## config.mk

```make
export PLATFORM = sky130hd
export DESIGN_NAME = rti_target
export DESIGN_NICKNAME = d
export VERILOG_FILES = /design/src/include/rti_pkg.sv /design/src/verilog/rti_sync.sv /design/src/verilog/rti_fifo.sv /design/src/verilog/rti_target.sv
export SDC_FILE = /design/constraint.sdc
export NUM_CORES = 1
export LEC_CHECK = 0
export BUFFER_PORTS_ARGS = -buffer_cell sky130_fd_sc_hd__buf_2
export CORE_MARGIN = 2
export CORE_UTILIZATION = 50
export DETAILED_ROUTE_END_ITERATION = 8
export HOLD_SLACK_MARGIN = 0.15
export PLACE_DENSITY = 0.7
export SYNTH_ARGS = -nofsm -noshare
export SYNTH_HDL_FRONTEND = slang
export SYNTH_SLANG_ARGS = --single-unit
```

## constraint.sdc

```tcl
create_clock -name clk -period 3.1 [get_ports clk]
set_input_delay 0.62 -clock clk [delete_from_list [all_inputs] [get_ports clk]]
set_output_delay 0.62 -clock clk [all_outputs]
set_load 0.02 [all_outputs]
```

## src/include/rti_pkg.sv

```systemverilog
// Package with constants and carriers for the serial register target.
package rti_pkg;

  // ----------------------------------------------------------------
  // Bus identity and framing
  // ----------------------------------------------------------------
  localparam logic [6:0] TARGET_ADDR  = 7'h68;
  localparam logic       DIR_READ     = 1'b1;
  localparam int         BITS_BYTE    = 8;
  localparam logic [7:0] TEST_ADDR_LO = 8'h49;
  localparam logic [7:0] TEST_ADDR_HI = 8'h4A;
  localparam logic [7:0] PTR_RESET    = 8'h00;

  // ----------------------------------------------------------------
  // Buffering
  // ----------------------------------------------------------------
  localparam int FIFO_DEPTH = 8;

  // ----------------------------------------------------------------
  // Carriers
  // ----------------------------------------------------------------
  typedef struct packed {
    logic [7:0] addr;
    logic [7:0] data;
  } rti_wr_s;

  typedef struct packed {
    logic scl;
    logic sda;
  } rti_pins_s;

  typedef enum logic [2:0] {
    ST_IDLE,
    ST_ADDR,
    ST_ACK,
    ST_RX,
    ST_TX,
    ST_TX_ACK,
    ST_WAIT_STOP
  } rti_state_e;

endpackage : rti_pkg

```

## src/verilog/rti_sync.sv

```systemverilog
// Two-flop synchroniser for the bus pins.
`timescale 1ns/100ps
`default_nettype none

module rti_sync #(
  parameter int WIDTH = 2
) (
  input  wire logic             clk,
  input  wire logic             rst,
  input  wire logic [WIDTH-1:0] async_in,
  output var  logic [WIDTH-1:0] sync_out
);

  logic [WIDTH-1:0] stage1;

  always_ff @(posedge clk)
  begin
    if (rst)
    begin
      stage1   <= {WIDTH{1'b1}};
      sync_out <= {WIDTH{1'b1}};
    end
    else
    begin
      stage1   <= async_in;
      sync_out <= stage1;
    end
  end

endmodule : rti_sync

`default_nettype wire

```

## src/verilog/rti_fifo.sv

```systemverilog
// Parameterised FIFO with valid and ready on both sides.
`timescale 1ns/100ps
`default_nettype none

module rti_fifo #(
  parameter int WIDTH = 16,
  parameter int DEPTH = 8
) (
  input  wire logic             clk,
  input  wire logic             rst,
  input  wire logic             in_valid,
  output var  logic             in_ready,
  input  wire logic [WIDTH-1:0] in_data,
  output var  logic             out_valid,
  input  wire logic             out_ready,
  output var  logic [WIDTH-1:0] out_data
);

  localparam int AW = $clog2(DEPTH);

  if (DEPTH < 2 || (1 << AW) != DEPTH)
  begin : g_bad_depth
    $error("rti_fifo: DEPTH must be a power of two of at least 2.");
  end

  logic [WIDTH-1:0] mem [DEPTH];
  logic [AW:0]      wr_ptr;
  logic [AW:0]      rd_ptr;
  logic             push;
  logic             pop;

  assign in_ready  = (wr_ptr - rd_ptr) != (AW+1)'(DEPTH);
  assign out_valid = wr_ptr != rd_ptr;
  assign push      = in_valid && in_ready;
  assign pop       = out_valid && out_ready;
  assign out_data  = mem[rd_ptr[AW-1:0]];

  always_ff @(posedge clk)
  begin
    if (push)
      mem[wr_ptr[AW-1:0]] <= in_data;
  end

  always_ff @(posedge clk)
  begin
    if (rst)
    begin
      wr_ptr <= '0;
      rd_ptr <= '0;
    end
    else
    begin
      if (push)
        wr_ptr <= wr_ptr + 1'b1;
      if (pop)
        rd_ptr <= rd_ptr + 1'b1;
    end
  end

endmodule : rti_fifo

`default_nettype wire

```

## src/verilog/rti_target.sv

```systemverilog
// Serial register target: byte engine, address match and pointer.
//
// How it works
// - Receiver acknowledges each byte, active low.
// - After 8th fall, transmitter releases, receiver acks.
// - Release data at 9th fall for next byte.
// - After no acknowledge, release and await stop.
// - Respond only to own 7-bit address.
// - Address byte D0 writes, D1 reads.
// - No limit on bytes per transaction.
// - Pointer advances after every data byte; a write byte refused while the buffer is full leaves it unchanged.
`timescale 1ns/100ps
`default_nettype none

module rti_target #(
  parameter int FIFO_DEPTH = rti_pkg::FIFO_DEPTH
) (
  input  wire logic       clk,
  input  wire logic       rst,
  input  wire logic       scl_in,
  input  wire logic       sda_in,
  output var  logic       sda_out,
  output var  logic       sda_oe_n,
  output var  logic       wr_valid,
  input  wire logic       wr_ready,
  output var  logic [7:0] wr_addr,
  output var  logic [7:0] wr_data,
  output var  logic [7:0] rd_addr,
  input  wire logic [7:0] rd_data,
  output var  logic       test_access,
  output var  logic       busy
);

  // ----------------------------------------------------------------
  // Pin sampling and condition detection
  // ----------------------------------------------------------------
  rti_pkg::rti_pins_s pins;
  rti_pkg::rti_pins_s pins_q;
  logic               scl_rise;
  logic               scl_fall;
  logic               start_cond;
  logic               stop_cond;

  rti_sync #(
    .WIDTH (2)
  ) u_sync (
    .clk      (clk),
    .rst      (rst),
    .async_in ({scl_in, sda_in}),
    .sync_out (pins)
  );

  always_ff @(posedge clk)
  begin
    if (rst)
      pins_q <= '1;
    else
      pins_q <= pins;
  end

  assign scl_rise   = pins.scl && !pins_q.scl;
  assign scl_fall   = !pins.scl && pins_q.scl;
  assign start_cond = pins.scl && pins_q.scl && !pins.sda && pins_q.sda;
  assign stop_cond  = pins.scl && pins_q.scl && pins.sda && !pins_q.sda;

  // ----------------------------------------------------------------
  // Write buffer
  // ----------------------------------------------------------------
  rti_pkg::rti_wr_s wr_in;
  rti_pkg::rti_wr_s wr_out;
  logic             fifo_in_valid;
  logic             fifo_in_ready;

  rti_fifo #(
    .WIDTH ($bits(rti_pkg::rti_wr_s)),
    .DEPTH (FIFO_DEPTH)
  ) u_fifo (
    .clk       (clk),
    .rst       (rst),
    .in_valid  (fifo_in_valid),
    .in_ready  (fifo_in_ready),
    .in_data   (wr_in),
    .out_valid (wr_valid),
    .out_ready (wr_ready),
    .out_data  (wr_out)
  );

  assign wr_addr = wr_out.addr;
  assign wr_data = wr_out.data;

  // ----------------------------------------------------------------
  // Byte engine
  // ----------------------------------------------------------------
  rti_pkg::rti_state_e state;
  logic [3:0]          bit_cnt;
  logic [7:0]          shreg;
  logic [7:0]          ptr;
  logic                is_read;
  logic                have_ptr;
  logic                is_addr_byte;
  logic                ack_low;
  logic                byte_done;

  // Bits are counted on rising clock edges, so the falling edge that
  // closes a start condition is never taken for a data bit.
  assign byte_done = scl_fall && bit_cnt == 4'(rti_pkg::BITS_BYTE);

  always_ff @(posedge clk)
  begin
    if (rst)
    begin
      state        <= rti_pkg::ST_IDLE;
      bit_cnt      <= '0;
      shreg        <= '0;
      is_read      <= 1'b0;
      have_ptr     <= 1'b0;
      is_addr_byte <= 1'b0;
      ack_low      <= 1'b0;
    end
    else if (start_cond)
    begin
      // Repeated start is handled exactly like a first start.
      state        <= rti_pkg::ST_ADDR;
      bit_cnt      <= '0;
      ack_low      <= 1'b0;
      have_ptr     <= 1'b0;
    end
    else if (stop_cond)
    begin
      state   <= rti_pkg::ST_IDLE;
      ack_low <= 1'b0;
    end
    else
    begin
      unique case (state)
        rti_pkg::ST_IDLE:
          ack_low <= 1'b0;
        rti_pkg::ST_ADDR, rti_pkg::ST_RX:
        begin
          if (scl_rise)
          begin
            shreg   <= {shreg[6:0], pins.sda};
            bit_cnt <= bit_cnt + 4'h1;
          end
          if (byte_done)
          begin
            bit_cnt <= '0;
            if (state == rti_pkg::ST_ADDR)
            begin
              if (shreg[7:1] == rti_pkg::TARGET_ADDR)
              begin
                is_read      <= shreg[0] == rti_pkg::DIR_READ;
                is_addr_byte <= 1'b1;
                ack_low      <= 1'b1;
                state        <= rti_pkg::ST_ACK;
              end
              else
                state <= rti_pkg::ST_WAIT_STOP;
            end
            else
            begin
              is_addr_byte <= 1'b0;
              ack_low      <= have_ptr ? fifo_in_ready : 1'b1;
              state        <= rti_pkg::ST_ACK;
            end
          end
        end
        rti_pkg::ST_ACK:
        begin
          if (scl_fall)
          begin
            ack_low <= 1'b0;
            if (is_addr_byte && is_read)
              state <= rti_pkg::ST_TX;
            else if (!is_addr_byte && !have_ptr)
            begin
              have_ptr <= 1'b1;
              state    <= rti_pkg::ST_RX;
            end
            else
              state <= rti_pkg::ST_RX;
          end
        end
        rti_pkg::ST_TX:
        begin
          if (byte_done)
          begin
            bit_cnt <= '0;
            state   <= rti_pkg::ST_TX_ACK;
          end
          else if (scl_rise)
            bit_cnt <= bit_cnt + 4'h1;
        end
        rti_pkg::ST_TX_ACK:
        begin
          if (scl_rise)
            is_addr_byte <= pins.sda;
          if (scl_fall)
            state <= is_addr_byte ? rti_pkg::ST_WAIT_STOP
                                  : rti_pkg::ST_TX;
        end
        rti_pkg::ST_WAIT_STOP:
          ack_low <= 1'b0;
      endcase
    end
  end

  // ----------------------------------------------------------------
  // Register pointer and write capture
  // ----------------------------------------------------------------
  logic ptr_load;
  logic wr_push;

  assign ptr_load = state == rti_pkg::ST_ACK && scl_fall
                    && !is_addr_byte && !have_ptr;
  assign wr_push  = state == rti_pkg::ST_ACK && scl_fall
                    && !is_addr_byte && have_ptr && ack_low;

  always_ff @(posedge clk)
  begin
    if (rst)
      ptr <= rti_pkg::PTR_RESET;
    else if (ptr_load)
      ptr <= shreg;
    else if (wr_push)
      ptr <= ptr + 8'h01;
    else if (state == rti_pkg::ST_TX_ACK && scl_fall)
      ptr <= ptr + 8'h01;
  end

  always_ff @(posedge clk)
  begin
    if (rst)
      wr_in <= '0;
    else if (wr_push)
    begin
      wr_in.addr <= ptr;
      wr_in.data <= shreg;
    end
  end

  always_ff @(posedge clk)
  begin
    if (rst)
      fifo_in_valid <= 1'b0;
    else
      fifo_in_valid <= wr_push && fifo_in_ready;
  end

  // ----------------------------------------------------------------
  // Data line drive
  // ----------------------------------------------------------------
  logic [7:0] tx_byte;
  logic       tx_low;

  always_ff @(posedge clk)
  begin
    if (rst)
      tx_byte <= '1;
    else if (state == rti_pkg::ST_ACK && scl_fall && is_addr_byte)
      tx_byte <= rd_data;
    else if (state == rti_pkg::ST_TX_ACK && scl_fall)
      tx_byte <= rd_data;
    else if (state == rti_pkg::ST_TX && scl_fall)
      tx_byte <= {tx_byte[6:0], 1'b1};                // MSB first
  end

  assign rd_addr = state == rti_pkg::ST_TX_ACK ? ptr + 8'h01 : ptr;

  always_ff @(posedge clk)
  begin
    if (rst)
      tx_low <= 1'b0;
    else if (state == rti_pkg::ST_TX && !byte_done)
      tx_low <= !tx_byte[7];
    else
      tx_low <= 1'b0;
  end

  always_ff @(posedge clk)
  begin
    if (rst)
      sda_oe_n <= 1'b1;
    else
      sda_oe_n <= !((ack_low && state == rti_pkg::ST_ACK) || tx_low);
  end

  assign sda_out = 1'b0;

  // ----------------------------------------------------------------
  // Status
  // ----------------------------------------------------------------
  always_ff @(posedge clk)
  begin
    if (rst)
      test_access <= 1'b0;
    else
      test_access <= rd_addr == rti_pkg::TEST_ADDR_LO
                     || rd_addr == rti_pkg::TEST_ADDR_HI;
  end

  always_ff @(posedge clk)
  begin
    if (rst)
      busy <= 1'b0;
    else
      busy <= state != rti_pkg::ST_IDLE;
  end

endmodule : rti_target

`default_nettype wire

```

Word level (Yosys, flattened, before mapping)
Memories as Yosys holds them, arrays and structs flattened. A register that Yosys moved wholly into a read port is not among the register bits.
Index checks and enable logic that the tools add are counted.
Operators by class
  order comparisons: 0
  multipliers: 0
  reductions and logical operators: 57
  divide/modulo/power cells: 0
  mux-type cells: 34
  add/subtract/negate cells: 5
  bitwise gates (word level): 4
  shift operators: 0
  equality and inequality tests: 22
Operators by type and width (number)
  $mux W8: 7
  $mux W3: 9
  $logic_and A1 B1 Y1: 23
  $ne A4 B4 Y1 const B: 5
  $eq A8 B7 Y1 const B: 2
  $reduce_and A5 Y1: 3
  $add A4 B1 Y4 const B: 3
  $mux W1: 12
  $pmux W3 S4: 1
  $reduce_and A6 Y1: 2
  $reduce_bool A3 Y1: 4
  $ne A2 B2 Y1 const B: 5
  $eq A3 B3 Y1 const B: 3
  $logic_not A1 Y1: 9
  $add A8 B1 Y8 const B: 1
  $mux W4: 2
  $reduce_and A4 Y1: 2
  $reduce_or A2 Y1: 4
  $eq A7 B7 Y1 const B: 1
  $eq A3 B2 Y1 const B: 2
  $reduce_bool A6 Y1: 1
  $reduce_or A3 Y1: 2
  $eq A4 B4 Y1 const B: 1
  $ne A4 B4 Y1: 1
  12 further kinds: 17
Storage, ports and cells
  logic and storage cells: 146
  bits in latches: 0
  memories kept: 1
  bits in registers: 70
  memory bits (read-only): 0
  output and inout bits: 29
  bits in writable memories: 128
  input bits: 13
Memory list
  u_fifo.mem: words 8, bits a word 16, rd ports 1, clocked after Yosys merged registers in 1, wr ports 1, RTL line rti_fifo.sv:26  | logic [WIDTH-1:0] mem [DEPTH];

Longest topological paths before layout
  depth in word-level cells: 8
  mapped depth: 8
  mapped depth without buffers: 7

By module
Synthesis repeated with hierarchy kept, for this count alone.
Second synthesis, totals
  cells, all modules: 640
  area, all modules: 8460.6 µm²
Modules (own cells, without submodules)
  rti_fifo: area each 5472.7 µm², instances 1, cells an instance 262, seq. area each 4063.9 µm²
  rti_target: area each 2882.8 µm², instances 1, cells an instance 370, seq. area each 1161.1 µm²
  rti_sync: area each 105.1 µm², instances 1, cells an instance 8, seq. area each 80.1 µm²

Worst setup path after synthesis
No wires, ideal clock.
  path type: reg2reg
  start point: reg u_fifo.wr_ptr[0]
  end point: mem u_fifo.mem[0][0] (enable)
  buffers on the path: 0
  stages on the path, launching flop included: 7
  required time: 2.670 ns
  arrival time: 2.873 ns
  path slack: -0.203 ns
  period minus slack after synthesis: 3.303 ns
  library setup time: 0.430 ns
  cells stage by stage: dfxtp_1 inv_1 ha_1 and3_1 o211ai_1 o211ai_2 nor4_1
On the way
  longest elaborated chain between the ends: 5
Ends and longest elaborated chain
  start, declared: RTL line rti_fifo.sv:27  | logic [AW:0] wr_ptr;
  start signal, assigned: RTL line rti_fifo.sv:54  | wr_ptr <= wr_ptr + 1'b1;
  $sub A4 B4 Y4: RTL line rti_fifo.sv:32  | assign in_ready = (wr_ptr - rd_ptr) != (AW+1)'(DEPTH);
  $ne A4 B4 Y1: RTL line rti_fifo.sv:32
  $logic_and A1 B1 Y1: RTL line rti_fifo.sv:34  | assign push = in_valid && in_ready;
  $mux W1: RTL line rti_fifo.sv:40  | if (push)
  $mux W1 (not written as such): RTL line rti_fifo.sv:41  | mem[wr_ptr[AW-1:0]] <= in_data;
  end, declared: RTL line rti_fifo.sv:26
Several ways; a longest one is shown, not always the timed one.

Worst setup path in the final report
  start point: reg state[2]
  end point: out rd_addr[7]
On the way
  longest elaborated chain between the ends: 2
Ends and longest elaborated chain
  start, declared: RTL line rti_target.sv:94  | rti_pkg::rti_state_e state;
  start signal, assigned: RTL line rti_target.sv:112  | state <= rti_pkg::ST_IDLE;
  start signal, assigned: RTL line rti_target.sv:123  | state <= rti_pkg::ST_ADDR;
  start signal, assigned: RTL line rti_target.sv:130  | state <= rti_pkg::ST_IDLE;
  $eq A3 B3 Y1: RTL line rti_target.sv:268  | assign rd_addr = state == rti_pkg::ST_TX_ACK ? ptr + 8'h01 : ptr;
  $mux W8: RTL line rti_target.sv:268
  end, declared: RTL line rti_target.sv:28  | output var logic [7:0] rd_addr,
No other way between the ends.

==> summary.md <==
| Metric | Value |
|---|---|
| Minimum clock period | `just under 3000 ps` |
| EDFF count, synth | `between 100 and 150` |
| Num rows | `47` |
| Yosys reg bits | `~200` |
| Insertion delay to the later sink of the worst-skew pair | `approximately 490 ps` |
| Synth top area share | `46.2%` |
| Top Ports | `between 40 and 50` |
| Initial Util | `roughly 51%` |
| Final hold slack | `305 ps` |
| Max-cap violations | `0` |
| Placed cell areas | `approximately 8800 sq um` |
| Critical path peak fanout | `13` |
| Cell Area, Synth | `between 8000 and 9000 sq um` |
| Yosys cell types | `58` |
| # resized after CTS | `0` |
| Max clock buf depth | `3` |
| Hold crit path type | `primary input to register` |
| Pwr dens | `577 nW/um^2` |
| Vias in the first global route | `4840` |
| Crit share post-route | `~93%` |
| I/O Buffers | `40` |
| Status | `finished clean` |
| Vias per inst | `roughly 5.6` |
| Total CTS buffers | `21` |
| Grt total ovfl | `0` |
| Share of layout cells above drive strength 1 | `between 20% and 30%` |
| Syn-to-layout area delta | `14.3%` |
| Routed len/inst | `around 18 microns` |
| CTS tree | `yes` |
| DR pass1 iterations | `4` |
| Post-CTS setup buffers | `0` |
| Vias | `4857` |
| Final Cell Area | `9510 sq um` |
| ANT nets after route | `0` |
| Actual slew at the worst max-slew pin | `about 1200 ps` |
| Final wirelength | `~16 mm` |
| Clock Pin Slew Worst Setup and Hold Paths | `about 60 ps` |
| Die ar. | `around 18000 sq um` |
| DRC | `0` |
| Die H | `133 microns` |
| H-tree lvl count | `1` |
| Ys async rst share | `0%` |
| Slew Limit Headroom | `roughly 23%` |
| Critical Path AT | `about 2300 ps` |
| Avg Cell Area, Syn | `approximately 14 sq um` |
| Top post-synthesis cells by count | `edfxtp_1 (128), dfxtp_1 (73), nand2_1 (52)` |
| Max Slew Vio Count | `0` |
| 1st-iter DRT viols | `around 330` |
| Req. time, crit path | `2480 ps` |
| Sequential cell area fraction in the yosys report | `a little under two thirds` |
| # hold bufs at CTS | `0` |
| Final WS setup | `roughly 220 ps` |
| Worst Path Class, Setup | `register to output port` |
| Dpl ws | `about 320 ps` |
| Most common cell in the synthesized netlist | `edfxtp_1` |
| Root buf cell | `clkbuf_16` |
| GRT Util Overall | `approximately 18%` |
| RSZ-0062 raised after global routing | `no` |
| Syn Inst Count | `~590` |
| Top_reg_cell synth | `edfxtp_1` |
| Critical Path Source Type | `register` |
| Ant diodes | `0` |
| Final HPWL DP | `roughly 10 mm` |
| Fmax achieved | `~350 MHz` |
| Core ar. | `between 15000 and 20000 sq um` |
| Final hold vios | `0` |
| Initial antenna violation count | `0` |
| Largest area contributor in the netlist | `edfxtp_1` |
| Final #Nets | `approximately 660` |
| Total power | `about 5.5 mW` |
| Leak | `between 3 and 4 nW` |
| # clock sinks | `around 200` |
| GPL Wtd Cong | `a little under 0.9` |
| Final clock skew | `8.77 ps` |
| Yosys warns | `0` |
| VDD IR max | `about 440 uV` |
| Die width | `approximately 130 microns` |
| Final Util | `around 58%` |
| Synth top area cells | `edfxtp_1 (46%), dfxtp_1 (18%), mux4_2 (8.7%)` |
| Largest net degree at the start of global routing | `between 60 and 70` |
| Global-route wire length before repair | `25.6 mm` |
| Setup violators final | `0` |
| Kind of end point of the critical path | `output port` |
| Fillers | `1263` |
| Syn_nets | `614` |
-- per-layer routing --
metal | wire length, microns | track usage, % | part of all wire (%)
met3 | 810 | 3.49 | 5.1
met1 | 6900 | 25.0 | 44
met5 | 0 | 0 | 0
met4 | 268 | 4.66 | 1.7
met2 | 7760 | 30.3 | 49
-- final cells by class --
class	instances	area [sq um]	area share [%]
flip-flops and latches	201	5310	55.8
multi-input cells	349	2860	30.0
clock buffers	28	592	6.22
repair buffers	53	310	3.26
well taps	220	275	2.89
clock inverters	10	140	1.47
inverters	9	33.8	0.355
-- cells by family (layout without fill, tap and decap cells) --
logic type	Yosys count	in the layout	synth area share [%]
AO/OA/AOI/OAI	62	62	5.44
XOR/XNOR	21	21	2.21
adder cells (fa/ha/maj)	8	8	1.20
buffers and inverters	43	100	2.34
flip-flops	201	201	63.7
multiplexers	74	74	14.0
other	1	1	0.0451
AND/OR/NAND/NOR	183	183	11.1
-- layout by cell type, fill, tap and decap left out, drive strengths merged, types with 16 or more instances in the layout --
cell type  synthesis  routed
edfxtp           128     128
mux2              16      16
dfxtp             73      73
mux2i             26      26
buf               16      53
mux4              32      32
nor2              45      45
a21oi             20      20
clkbuf            18      28
nand2             52      52
-- power by group --
group	internal (mW)	switching, mW	total (mW)
Combinational	0.0234	0.0370	0.0605
Clock	1.60	1.00	2.60
Sequential	2.82	0.00932	2.83
-- path summary, 6_finish.rpt --
path / endpoint / start / slack, ps / cells past startpoint
max: rd_addr[7] / state[2]$_SDFFE_PP0P_ / 220 / 5
min: u_sync.stage1[1]$_SDFF_PP1_ / scl_in / 300 / 2
max reg2reg: u_fifo.mem[2][9]$_DFFE_PP_ / u_fifo.wr_ptr[0]$_SDFFE_PP0P_ / 300 / 7
min reg2reg: u_sync.sync_out[1]$_SDFF_PP1_ / u_sync.stage1[1]$_SDFF_PP1_ / 410 / 1
-- flip-flops by register name, summed over array words and instances (netlist names), 2 cells and up, named ones only --
name	cells
bit_cnt	4
pins_q	2
ptr	8
shreg	8
state	3
tx_byte	8
u_fifo.mem	128
u_fifo.rd_ptr	4
u_fifo.wr_ptr	4
u_sync.stage1	2
u_sync.sync_out	2
wr_in	16
-- critical path, stage by stage (launching register included) --
cell and delay (ps):
dfxtp_1 580, nor2b_1 300, and2_1 340, nand2_1 110, xnor2_1 230, buf_2 220
-- through the flow --
stage,cells,setup TNS (ps)
after detailed placement,832,0
final,870,0
after floorplan,593,-10780
after global routing,870,0
after CTS,870,0
after global placement,832,0
Note: power is estimated with default switching activity, not from simulation.
